[config.mk]
export PLATFORM = sky130hd
export DESIGN_NAME = ppm_top
export DESIGN_NICKNAME = d
export VERILOG_FILES = /design/src/design/ppm_pkg.sv /design/src/design/ppm_wipe_if.sv /design/src/design/ppm_wipe.sv /design/src/design/ppm_top.sv
export VERILOG_INCLUDE_DIRS = /design/src /design/src/design
export SDC_FILE = /design/constraint.sdc
export NUM_CORES = 1
export LEC_CHECK = 0
export BUFFER_PORTS_ARGS = -buffer_cell sky130_fd_sc_hd__buf_4
export CORE_MARGIN = 2
export CORE_UTILIZATION = 40
export DETAILED_ROUTE_END_ITERATION = 8
export GPL_TIMING_DRIVEN = 0
export PLACE_DENSITY = 0.62
export SETUP_SLACK_MARGIN = 0.2
export SYNTH_ARGS = -nofsm -noshare
export SYNTH_HDL_FRONTEND = slang
export SYNTH_HIERARCHICAL = 1
export SYNTH_SLANG_ARGS = --single-unit
[constraint.sdc]
create_clock -name clock -period 3.7 [get_ports clock]
set_clock_uncertainty 0.05 [all_clocks]
set_input_delay 0.185 -clock clock [delete_from_list [all_inputs] [get_ports clock]]
set_output_delay 0.185 -clock clock [all_outputs]
set_load 0.03 [all_outputs]
[src/design/ppm_cfg.svh]
`ifndef PPM_CFG_SVH
`define PPM_CFG_SVH
// Register byte offsets
`define PPM_OFF_CTRL       12'h000
`define PPM_OFF_INFO       12'h004
`define PPM_OFF_PAGE       12'h008
`define PPM_OFF_SECI       12'h00c
`define PPM_OFF_ENV        12'h010
`define PPM_OFF_RESULT     12'h014
`define PPM_OFF_FLAGS      12'h018
`define PPM_OFF_EXIT       12'h01c
`define PPM_OFF_ENTRY_SEL  12'h020
`define PPM_OFF_ENTRY_VAL  12'h024
`define PPM_OFF_IRQ_STAT   12'h028
`define PPM_OFF_IRQ_MASK   12'h02c
`define PPM_OFF_WIPE       12'h030
// Page type codes
`define PPM_REGULAR_PAGE_TYPE         3'h2
`define PPM_THREAD_CONTROL_TYPE         3'h1
`define PPM_TRIMMED_TYPE        3'h4
`define PPM_VERSION_ARRAY_TYPE          3'h3
// Result codes
`define PPM_RC_OK          32'h00000000
`define PPM_RC_CONFLICT    32'h00000007
`define PPM_RC_NOT_MOD     32'h00000014
// Exit qualifier codes
`define PPM_Q_EXCEPTION    2'h1
`define PPM_Q_ERROR        2'h2
// Alignment widths in address bits
`define PPM_INFO_ALIGN     6
`define PPM_PAGE_ALIGN     12
// Page wipe length in 32-bit words: 32768 bits
`define PPM_PAGE_BITS      32768
`define PPM_WIPE_WORDS     (`PPM_PAGE_BITS / 32)
`endif

[src/design/ppm_pkg.sv]
package ppm_pkg;
	typedef enum logic [1:0] {
		PPM_OUT_OK,
		PPM_OUT_ERR,
		PPM_OUT_GP,
		PPM_OUT_PF
	} ppm_outcome_e;

	// One page map entry
	typedef struct packed {
		logic        valid;
		logic [2:0]  ptype;
		logic        blocked;
		logic        pending;
		logic        modified;
		logic        restrict_pend;
		logic [2:0]  rwx;
		logic [19:0] encl_addr;
	} ppm_entry_s;
endpackage : ppm_pkg

[src/design/ppm_wipe_if.sv]
`timescale 1ns/1ps
interface ppm_wipe_if;
	logic        start;
	logic [31:0] base;
	logic        busy;
	logic        done;
	logic        we;
	logic [31:0] addr;
	modport ctl (output start, output base, input busy, input done, input we, input addr);
	modport eng (input start, input base, output busy, output done, output we, output addr);
endinterface : ppm_wipe_if

[src/design/ppm_wipe.sv]
`timescale 1ns/1ps
`include "ppm_cfg.svh"
module ppm_wipe #(
	parameter int WORDS = `PPM_WIPE_WORDS
) (
	input  wire logic clock,
	input  wire logic rst_b,
	ppm_wipe_if.eng   w
);
	typedef struct packed {
		logic        busy;
		logic        done;
		logic [31:0] idx;
	} ppm_wst_s;
	ppm_wst_s s_q;
	ppm_wst_s s_d;

	// Steps one word per cycle through the page, zeroing it
	always_comb begin
		s_d = s_q;
		s_d.done = 1'b0;
		if (s_q.busy) begin
			if (s_q.idx == 32'(WORDS - 1)) begin
				s_d.busy = 1'b0;
				s_d.done = 1'b1;
			end else begin
				s_d.idx = s_q.idx + 32'h00000001;
			end
		end else if (w.start) begin
			s_d.busy = 1'b1;
			s_d.idx  = 32'h00000000;
		end
	end

	always_ff @(posedge clock or negedge rst_b) begin
		if (!rst_b) begin
			s_q <= '0;
		end else begin
			s_q <= s_d;
		end
	end

	assign w.busy = s_q.busy;
	assign w.done = s_q.done;
	assign w.we   = s_q.busy;
	assign w.addr = w.base + {s_q.idx[29:0], 2'h0};
endmodule : ppm_wipe

[src/design/ppm_top.sv]
`timescale 1ns/1ps
`include "ppm_cfg.svh"
module ppm_top #(
	parameter int ENTRIES = 16,
	parameter int WIPE_WORDS = `PPM_WIPE_WORDS
) (
	input  wire logic        clock,
	input  wire logic        rst_b,
	input  wire logic [11:0] s_axi_awaddr,
	input  wire logic        s_axi_awvalid,
	output logic             s_axi_awready,
	input  wire logic [31:0] s_axi_wdata,
	input  wire logic [3:0]  s_axi_wstrb,
	input  wire logic        s_axi_wvalid,
	output logic             s_axi_wready,
	output logic [1:0]       s_axi_bresp,
	output logic             s_axi_bvalid,
	input  wire logic        s_axi_bready,
	input  wire logic [11:0] s_axi_araddr,
	input  wire logic        s_axi_arvalid,
	output logic             s_axi_arready,
	output logic [31:0]      s_axi_rdata,
	output logic [1:0]       s_axi_rresp,
	output logic             s_axi_rvalid,
	input  wire logic        s_axi_rready,
	input  wire logic        first_gen_busy,
	input  wire logic        second_gen_busy,
	input  wire logic        writer_busy,
	output logic             irq,
	output logic             wipe_we,
	output logic [31:0]      wipe_addr
);
	localparam int IW = $clog2(ENTRIES);

	typedef enum logic [1:0] {
		PPM_IDLE,
		PPM_WIPE,
		PPM_DONE
	} ppm_state_e;

	// Whole module state
	typedef struct packed {
		ppm_state_e  st;
		logic        aw_ok;
		logic        w_ok;
		logic [11:0] awaddr;
		logic [31:0] wdata;
		logic        bvalid;
		logic        rvalid;
		logic [31:0] rdata;
		logic [1:0]  rresp;
		logic [1:0]  bresp;
		logic [31:0] info_ptr;
		logic [31:0] page_ptr;
		logic [31:0] seci;
		logic [3:0]  env;
		logic [31:0] result;
		logic [5:0]  flags;
		logic [1:0]  outcome;
		logic [1:0]  exit_q;
		logic        exit_taken;
		logic [IW-1:0] sel;
		logic [2:0]  irq_stat;
		logic [2:0]  irq_mask;
		logic        irq;
		logic        start;
		logic [IW-1:0] tgt;
		ppm_pkg::ppm_entry_s [ENTRIES-1:0] map;
	} ppm_st_s;
	ppm_st_s s_q;
	ppm_st_s s_d;

	ppm_wipe_if wif ();

	ppm_wipe #(
		.WORDS (WIPE_WORDS)
	) u_wipe (
		.clock (clock),
		.rst_b (rst_b),
		.w     (wif.eng)
	);

	////////////////////////////////////////////////////////////////////////////
	// Operation evaluation
	// env: bit0 enclave initialised, bit1 guest mode, bit2 page virt ext,
	// bit3 target resolves in page cache. seci: [2:0] requested type,
	// [31:3] reserved. ctrl write: bit0 type change, bit1 add version array.
	logic [IW-1:0]        idx;
	ppm_pkg::ppm_entry_s  cur;
	ppm_pkg::ppm_entry_s  upd;
	logic [1:0]           oc;
	logic [31:0]          rc;
	logic                 zf;
	logic                 vmexit;
	logic                 do_tc;
	logic                 do_va;
	logic                 wr_go;

	always_comb begin
		idx    = s_q.page_ptr[`PPM_PAGE_ALIGN +: IW];
		cur    = s_q.map[idx];
		upd    = cur;
		oc     = ppm_pkg::PPM_OUT_OK;
		rc     = `PPM_RC_OK;
		zf     = 1'b0;
		vmexit = 1'b0;
		if (do_tc) begin
			if (s_q.info_ptr[`PPM_INFO_ALIGN-1:0] != '0 || s_q.page_ptr[`PPM_PAGE_ALIGN-1:0] != '0) begin
				oc = ppm_pkg::PPM_OUT_GP;
			end else if (!s_q.env[3]) begin
				oc = ppm_pkg::PPM_OUT_PF;
			end else if (s_q.seci[31:3] != '0 ||
				!(s_q.seci[2:0] == `PPM_THREAD_CONTROL_TYPE || s_q.seci[2:0] == `PPM_TRIMMED_TYPE)) begin
				oc = ppm_pkg::PPM_OUT_GP;
			end else if (first_gen_busy || writer_busy) begin
				oc = ppm_pkg::PPM_OUT_ERR;
				rc = `PPM_RC_CONFLICT;
				zf = 1'b1;
			end else if (!cur.valid) begin
				oc = ppm_pkg::PPM_OUT_PF;
			end else if (second_gen_busy) begin
				oc = ppm_pkg::PPM_OUT_ERR;
				rc = `PPM_RC_CONFLICT;
				zf = 1'b1;
			end else if (!(cur.ptype == `PPM_REGULAR_PAGE_TYPE ||
				(cur.ptype == `PPM_THREAD_CONTROL_TYPE && s_q.seci[2:0] == `PPM_TRIMMED_TYPE))) begin
				oc = ppm_pkg::PPM_OUT_PF;
			end else if (cur.pending || cur.modified) begin
				oc = ppm_pkg::PPM_OUT_ERR;
				rc = `PPM_RC_NOT_MOD;
				zf = 1'b1;
			end else if (!s_q.env[0]) begin
				oc = ppm_pkg::PPM_OUT_GP;
			end else begin
				upd.restrict_pend = 1'b0;
				upd.modified      = 1'b1;
				upd.rwx           = 3'h0;
				upd.ptype         = s_q.seci[2:0];
			end
		end else begin
			if (s_q.info_ptr != 32'({29'h0, `PPM_VERSION_ARRAY_TYPE}) || s_q.page_ptr[`PPM_PAGE_ALIGN-1:0] != '0) begin
				oc = ppm_pkg::PPM_OUT_GP;
			end else if (!s_q.env[3]) begin
				oc = ppm_pkg::PPM_OUT_PF;
			end else if (first_gen_busy || second_gen_busy || writer_busy) begin
				if (s_q.env[1] && s_q.env[2]) begin
					vmexit = 1'b1;
				end else begin
					oc = ppm_pkg::PPM_OUT_GP;
				end
			end else if (cur.valid) begin
				oc = ppm_pkg::PPM_OUT_PF;
			end else begin
				upd           = '0;
				upd.ptype     = `PPM_VERSION_ARRAY_TYPE;
				upd.valid     = 1'b1;
			end
		end
	end

	////////////////////////////////////////////////////////////////////////////
	// Bus handshake and next state
	always_comb begin
		s_d   = s_q;
		do_tc = 1'b0;
		do_va = 1'b0;
		wr_go = 1'b0;
		if (s_axi_awvalid && !s_q.aw_ok) begin
			s_d.aw_ok  = 1'b1;
			s_d.awaddr = s_axi_awaddr;
		end
		if (s_axi_wvalid && !s_q.w_ok) begin
			s_d.w_ok  = 1'b1;
			s_d.wdata = s_axi_wdata;
		end
		if (s_q.bvalid && s_axi_bready) begin
			s_d.bvalid = 1'b0;
		end
		if (s_q.rvalid && s_axi_rready) begin
			s_d.rvalid = 1'b0;
		end
		// Writes wait while an operation runs so operands never shift under it
		if (s_q.aw_ok && s_q.w_ok && !s_q.bvalid && s_q.st == PPM_IDLE && !s_q.start) begin
			wr_go      = 1'b1;
			s_d.aw_ok  = 1'b0;
			s_d.w_ok   = 1'b0;
			s_d.bvalid = 1'b1;
			s_d.bresp  = 2'h0;
			unique case (s_q.awaddr)
				`PPM_OFF_CTRL: begin
					if (s_q.wdata[0] || s_q.wdata[1]) begin
						s_d.start = 1'b1;
						s_d.exit_q = {1'b0, s_q.wdata[1]};
					end
				end
				`PPM_OFF_INFO: s_d.info_ptr = s_q.wdata;
				`PPM_OFF_PAGE: s_d.page_ptr = s_q.wdata;
				`PPM_OFF_SECI: s_d.seci = s_q.wdata;
				`PPM_OFF_ENV: s_d.env = s_q.wdata[3:0];
				`PPM_OFF_ENTRY_SEL: s_d.sel = s_q.wdata[IW-1:0];
				`PPM_OFF_IRQ_STAT: s_d.irq_stat = s_q.irq_stat & ~s_q.wdata[2:0];
				`PPM_OFF_IRQ_MASK: s_d.irq_mask = s_q.wdata[2:0];
				default: s_d.bresp = 2'h2;
			endcase
		end
		if (s_axi_arvalid && !s_q.rvalid) begin
			s_d.rvalid = 1'b1;
			s_d.rresp  = 2'h0;
			unique case (s_axi_araddr)
				`PPM_OFF_CTRL: s_d.rdata = {30'h0, s_q.st != PPM_IDLE, s_q.start};
				`PPM_OFF_INFO: s_d.rdata = s_q.info_ptr;
				`PPM_OFF_PAGE: s_d.rdata = s_q.page_ptr;
				`PPM_OFF_SECI: s_d.rdata = s_q.seci;
				`PPM_OFF_ENV: s_d.rdata = {28'h0, s_q.env};
				`PPM_OFF_RESULT: s_d.rdata = s_q.result;
				`PPM_OFF_FLAGS: s_d.rdata = {24'h0, s_q.outcome, s_q.flags};
				`PPM_OFF_EXIT: s_d.rdata = {29'h0, s_q.exit_taken, s_q.exit_q};
				`PPM_OFF_ENTRY_SEL: s_d.rdata = 32'(s_q.sel);
				`PPM_OFF_ENTRY_VAL: s_d.rdata = {s_q.map[s_q.sel], 1'b0};
				`PPM_OFF_IRQ_STAT: s_d.rdata = {29'h0, s_q.irq_stat};
				`PPM_OFF_IRQ_MASK: s_d.rdata = {29'h0, s_q.irq_mask};
				`PPM_OFF_WIPE: s_d.rdata = {31'h0, wif.busy};
				default: begin
					s_d.rdata = 32'h00000000;
					s_d.rresp = 2'h2;
				end
			endcase
		end

		// Evaluate one cycle after launch; bit0 of exit_q holds the leaf choice
		if (s_q.start) begin
			s_d.start = 1'b0;
			do_va = s_q.exit_q[0];
			do_tc = !s_q.exit_q[0];
		end
		if (do_tc || do_va) begin
			s_d.outcome    = oc;
			s_d.exit_taken = vmexit;
			s_d.exit_q     = vmexit ? `PPM_Q_EXCEPTION : 2'h0;
			s_d.tgt        = idx;
			if (oc == ppm_pkg::PPM_OUT_ERR || (do_tc && oc == ppm_pkg::PPM_OUT_OK)) begin
				s_d.result = rc;
				s_d.flags  = {5'h00, zf};
			end
			// Faults and errors leave the entry alone
			if (oc == ppm_pkg::PPM_OUT_OK && !vmexit) begin
				if (do_va) begin
					s_d.st = PPM_WIPE;
				end else begin
					s_d.map[idx] = upd;
					s_d.st = PPM_DONE;
				end
			end else begin
				s_d.st = PPM_DONE;
			end
		end
		// Entry goes valid only after the page is fully zeroed
		if (s_q.st == PPM_WIPE && wif.done) begin
			s_d.map[s_q.tgt] = '0;
			s_d.map[s_q.tgt].ptype = `PPM_VERSION_ARRAY_TYPE;
			s_d.map[s_q.tgt].valid = 1'b1;
			s_d.st = PPM_DONE;
		end
		if (s_q.st == PPM_DONE) begin
			s_d.st = PPM_IDLE;
		end

		// Sticky events: done, fault, vm exit; set beats a same-cycle clear
		if (s_q.st == PPM_DONE) begin
			s_d.irq_stat[0] = 1'b1;
			if (s_q.outcome == ppm_pkg::PPM_OUT_GP || s_q.outcome == ppm_pkg::PPM_OUT_PF) begin
				s_d.irq_stat[1] = 1'b1;
			end
			if (s_q.exit_taken) begin
				s_d.irq_stat[2] = 1'b1;
			end
		end
		s_d.irq = |(s_d.irq_stat & s_d.irq_mask);
	end

	assign wif.start = (do_va && oc == ppm_pkg::PPM_OUT_OK && !vmexit);
	assign wif.base  = s_q.page_ptr;

	always_ff @(posedge clock or negedge rst_b) begin
		if (!rst_b) begin
			s_q <= '0;
		end else begin
			s_q <= s_d;
		end
	end

	////////////////////////////////////////////////////////////////////////////
	// Outputs
	assign s_axi_awready = wr_go;
	assign s_axi_wready  = wr_go;
	assign s_axi_bvalid  = s_q.bvalid;
	assign s_axi_bresp   = s_q.bresp;
	assign s_axi_arready = s_axi_arvalid && !s_q.rvalid;
	assign s_axi_rvalid  = s_q.rvalid;
	assign s_axi_rdata   = s_q.rdata;
	assign s_axi_rresp   = s_q.rresp;
	assign irq           = s_q.irq;
	assign wipe_we       = wif.we;
	assign wipe_addr     = wif.addr;
endmodule : ppm_top

# == After elaboration in Yosys (flattened, before gate mapping) ==
# Cells that the tools add are included.
# word_totals
register_bits,743
# op_classes
bitwise_logic,5
n_eq_ne,31
n_reduce_logical,67
n_lt_le_gt_ge,5
add_sub_neg,2
n_mux,124
# op_table
op,n
$mux 496,4
$bwmux 496,3
$and 496x496->496,1
$demux 31 s4,4
$not 496->496,1
$pmux 32 s13,1
$bmux 31 s4,2
$mux 31,8
$eq 12x6->1 const B,8
$mux 32,3
$mux 5,19
$eq 12x5->1 const B,5
$mux 30,2
$mux 2,28
$eq 12x4->1 const B,4
$mux 3,14
$mux 35,1
$mux 1,33
$add 32x1->32 const B,1
$add 32x32->32,1
$eq 32x10->1 const B,1
$ne 32x2->1 const B,1
$reduce_bool 29->1,1
$eq 12x3->1 const B,2
26 further kinds,86

# == Longest topological paths before layout ==
# logic_depth
word_depth,21
mapped_depth,17

# == Modules after synthesis ==
# Netlist, hierarchy kept.
# by_module_without_submodules
module,seq_area_each_um2,instances,area_per_inst_um2,cells_each
ppm_top,17591.9,1,30618.1,2264
ppm_wipe,850.8,1,3698.5,470

# == Worst setup path before layout ==
# No wires, ideal clock.
# synth_timing
kind,register to register
from,"reg s_q, in the netlist wif.base[13]"
to,reg u_wipe/s_q[30] in the netlist's numbering
period_less_slack_ns,3.759
path_stages_with_launch,15
t_arrival_ns,3.632
path_slack_ns,-0.059
path_buffers,3
cell_sequence,dfrtp_1 > buf_6 > mux4_1 > a22oi_1 > o31a_1 > mux2_4 > nor4_4 > a311oi_4 > buf_8 > buf_8 > nor2_1 > nor2_1 > or3_4 > or3_1 > a21oi_1
# synth_via
elab_chain_cells,18
elab_cells_between_ends,25
# synth_rtl
item,line,text
"start, declared",ppm_top.sv:70,ppm_st_s s_q;
"start signal, assigned",ppm_top.sv:286,s_q <= '0;
"start signal, assigned",ppm_top.sv:288,s_q <= s_d;
$bmux 31 s4 (*),ppm_top.sv:101,cur = s_q.map[idx];
$mux 31 (implied by the code) (*),ppm_top.sv:101,
$eq 3x1->1 (no source line),n/a,
$logic_and 1x1->1 (no source line),n/a,
$logic_or 1x1->1,ppm_top.sv:125,end else if (!(cur.ptype == `PPM_REGULAR_PAGE_TYPE ||
$mux 2,ppm_top.sv:125,
$mux 2,ppm_top.sv:121,end else if (second_gen_busy) begin
$mux 2,ppm_top.sv:119,end else if (!cur.valid) begin
[2 not listed],n/a,
$mux 2,ppm_top.sv:110,end else if (!s_q.env[3]) begin
$mux 2,ppm_top.sv:108,if (s_q.info_ptr[`PPM_INFO_ALIGN-1:0] != '0 || s_q.page_ptr[`PPM_PAGE_ALIGN-1:0] != '0) begin
$mux 2 (*),ppm_top.sv:107,if (do_tc) begin
$logic_not 2->1 (*),ppm_top.sv:281,assign wif.start = (do_va && oc == ppm_pkg::PPM_OUT_OK && !vmexit);
$logic_and 1x1->1 (*) (2 in a row),ppm_top.sv:281,
via wif.start,ppm_wipe_if.sv:3,logic start;
$reduce_bool 2->1 (no source line) (*),n/a,
$reduce_and 2->1 (no source line) (*),n/a,
"end signal, assigned",ppm_wipe.sv:37,s_q <= '0;
"end signal, assigned",ppm_wipe.sv:39,s_q <= s_d;
"end, declared",ppm_wipe.sv:15,ppm_wst_s s_q;
# Mark *: on every way through the listed nets, which the timed path passes. The rest lies on a longest branch. The select of a mux whose other input is x is not followed.
# A chain may end at the register's enable or synchronous reset.

# == Worst setup path after layout ==
# layout_timing
from,"reg s_q, in the netlist wif.base[13]"
to,reg u_wipe/s_q[21] in the netlist's numbering
# The elaborated chain is that of the path after synthesis.

==> run summary <==
RSZ-0062 raised after global routing: true
post-placement cell count: 4,022
Primary FF master, synth: dfrtp_1
# rows: 107
Setup WS pre-CTS: -1.26 ns
Final Setup Violations: 18
number of nets with antenna violations after routing: 0
Setup WS post-layout: -0.165 ns
Layout area overhead: 22.6%
Placed Area: 37,000 sq um
RD Place Congestion: 0.907
CP arrival: 4.34 ns
Async S/R FF share, synth: 1.00
crit path launch type: flop
DR pass1 iterations: 6
vias per cell: 5.67
Max-Cap Viols: 0
Leakage: 19.0 nW
port buffer count: 137
Core Area: 85,100 sq um
fraction of layout cells with a size suffix above 1: 0.307
final instance area: 42,100 sq um
leading cell types in the layout, fill and taps excluded: 726 x dfrtp_1, 362 x and2_1, 223 x buf_4
hpwl dp: 75.4 mm
clock latency on the worst-skew pair: 0.66 ns
critical setup path kind: reg2reg
largest net degree at the start of global routing: 132
Final Max Slew Viols: 0
vias post-DR: 24.3k
drt wl/cell: 24.8 um
number of clock buffers inserted by TritonCTS: 79
die width: 297 um
initial DRC count: 1,878
crit end category: flop
Netlist cell types: 98
Critical Path RT: 4.18 ns
CTS HTree Levels: 3
total power: 19.1 mW
Ports: 145
Hold Crit Class: in2async
CTS tree: built
Clock Tree Buf Depth: 3
Worst-Margin Slew: 1.34 ns
slew margin rel.: 0.0986
DRC: 0
Clk pin slew, worst setup/hold paths: 0.06 ns
CP Max Fanout: 8
Post-Layout Cell Count: 4,293
Fmax: 259 MHz
failing checks: negative setup slack
die height: 297 um
GRT overflow: 0
Final nets: 3,187
period utilisation layout: 1.04
commonest non-fill, non-tap cell in the layout: dfrtp_1
Avg Inst Size Synth: 12.6 sq um
Synth Register Bits: 737
initial antenna violation count: 3
antenna diode count: 0
clock root buffer master: clkbuf_16
Post-synth EDFFs: 0
sequential element share of the synthesized area: 0.537
Syn. warnings: 6
maximum vdd ir drop: 0.000389 V
area of the mapped netlist: 34,300 sq um
global-route wire length before repair: 161 mm
Fin. Hold Viols: 0
initial core utilization: 0.403
Total Routing Usage GR: 0.239
outcome: finished with violations
P per Cell Area: 454 nW/um^2
Post-Route WL: 107 mm
Final Util: 0.494
Syn Inst Count: 2,734
CTS Sinks: 737
vias in the first global route: 25.3k
Die ar.: 88,100 sq um
final worst path period need: 3.87 ns
-- final cells by class --
class | instances | area [sq um]
well taps | 1144 | 1430
multi-input cells | 1728 | 15500
repair buffers | 270 | 2470
flip-flops and latches | 737 | 18500
plain buffers | 218 | 1330
clock buffers | 109 | 2280
inverters | 52 | 198
clock inverters | 35 | 438
fillers | 7422 | 43100
-- path summary, 6_finish.rpt --
| check | start | end | slack (ns) | cells past startpoint |
|---|---|---|---|---|
| min reg2reg | s_q[188]$_DFF_PN0_ | s_q[188]$_DFF_PN0_ | 0.43 | 1 |
| max | wif.base[13]$_DFFE_PN0P_ | u_wipe/s_q[21]$_DFFE_PN0P_ | -0.17 | 19 |
| max reg2reg | wif.base[13]$_DFFE_PN0P_ | u_wipe/s_q[21]$_DFFE_PN0P_ | -0.17 | 19 |
| min in group clock | second_gen_busy | s_q[527]$_DFFE_PN0P_ | 0.10 | 5 |
| min | rst_b | s_q[719]$_DFFE_PN0P_ | 0.03 | 2 |
| max in group asynchronous | rst_b | s_q[321]$_DFF_PN0_ | 1.50 | 5 |
-- cell families after synthesis --
logic type,Yosys count,share of synthesized area
xor gates and xnor gates,38,0.00970
other,1,0.000109
AOI/OAI and AO/OA,334,0.0704
buffers and inverters,270,0.0373
adders and majority gates,31,0.0115
and+or+nand+nor,973,0.159
muxes,350,0.174
DFF,737,0.537
-- metrics by stage --
step,setup TNS [ns],hold slack (ns)
3_3_place_gp,-4091.99,0.320
6_report,-1.88,0.0304
4_1_cts,-1.42,0.0337
3_5_place_dp,-100.18,0.107
5_1_grt,-4.61,0.0592
2_1_floorplan,0,-0.161
-- report_power, final --
group | internal (mW) | switching [mW]
Clock | 4.73 | 3.44
Combinational | 0.892 | 1.14
Sequential | 8.44 | 0.434
-- registers in the layout, summed over array words and instances (netlist names) --
signal and count:
u_wipe/w.busy 1, s_axi_rdata 32, irq 1, s_axi_rvalid 1
s_axi_rresp 1, u_wipe/s_q 32, s_q 634, wif.base 32
s_axi_bresp 1, u_wipe/w.done 1, s_axi_bvalid 1
-- layer usage --
| layer | vias up | wire (um) | GRT usage | part of all wire |
|---|---|---|---|---|
| met2 | 920 | 52500 | 0.395 | 0.49 |
| li1 | 10532 | - | - | - |
| met1 | 12661 | 43200 | 0.312 | 0.41 |
| met3 | 236 | 6050 | 0.0393 | 0.057 |
| met4 | 0 | 4740 | 0.104 | 0.044 |
| met5 | - | 0 | 0 | 0 |
-- repair_timing --
action / in CTS / in global routing
setup endpoints to repair: 271 / 241
cloned: 1 / 2
pin swaps: 71 / 53
resized for setup: 155 / 145
endpoints found under the hold margin: 296 / 0
hold buffers: 60 / 0
setup buffers: 35 / 29
-- Yosys cell counts, types with 11 or more instances --
cell / number / share of area
a21o_1: 18 / 0.0039
a21oi_1: 52 / 0.0076
a222oi_1: 27 / 0.0079
a22oi_1: 11 / 0.0024
a31oi_1: 40 / 0.0073
and2_1: 362 / 0.066
and3_1: 37 / 0.0067
buf_1: 21 / 0.0023
buf_2: 13 / 0.0019
buf_4: 45 / 0.0098
clkbuf_1: 130 / 0.014
dfrtp_1: 737 / 0.54
ha_1: 30 / 0.011
inv_1: 50 / 0.0055
mux2_2: 162 / 0.053
mux4_2: 177 / 0.12
nand2_1: 158 / 0.017
nand2b_1: 25 / 0.0046
nand3_1: 62 / 0.0090
nand4_1: 21 / 0.0038
nor2_1: 148 / 0.016
nor2b_1: 15 / 0.0027
nor3_1: 26 / 0.0038
nor4_1: 40 / 0.0073
o211ai_1: 14 / 0.0031
o21a_1: 26 / 0.0057
o21ai_0: 40 / 0.0058
o21ai_1: 17 / 0.0025
or3_1: 18 / 0.0033
xnor2_1: 26 / 0.0066
xor2_1: 12 / 0.0031
-- critical path, stage by stage, from the launching register on --
cell and delay (ns):
dfrtp_2 0.40, buf_12 0.14, buf_12 0.13, mux4_2 0.52, mux2i_4 0.29, mux2i_4 0.14
buf_6 0.15, a211oi_4 0.28, nor2_2 0.09, a311oi_4 0.28, buf_6 0.16, buf_12 0.10
buf_12 0.09, nor2_4 0.06, or2_4 0.26, o41ai_4 0.07, buf_6 0.22, nor3b_2 0.06
xnor2_1 0.17, nor2_1 0.05
(Power assumes the default switching activity.)
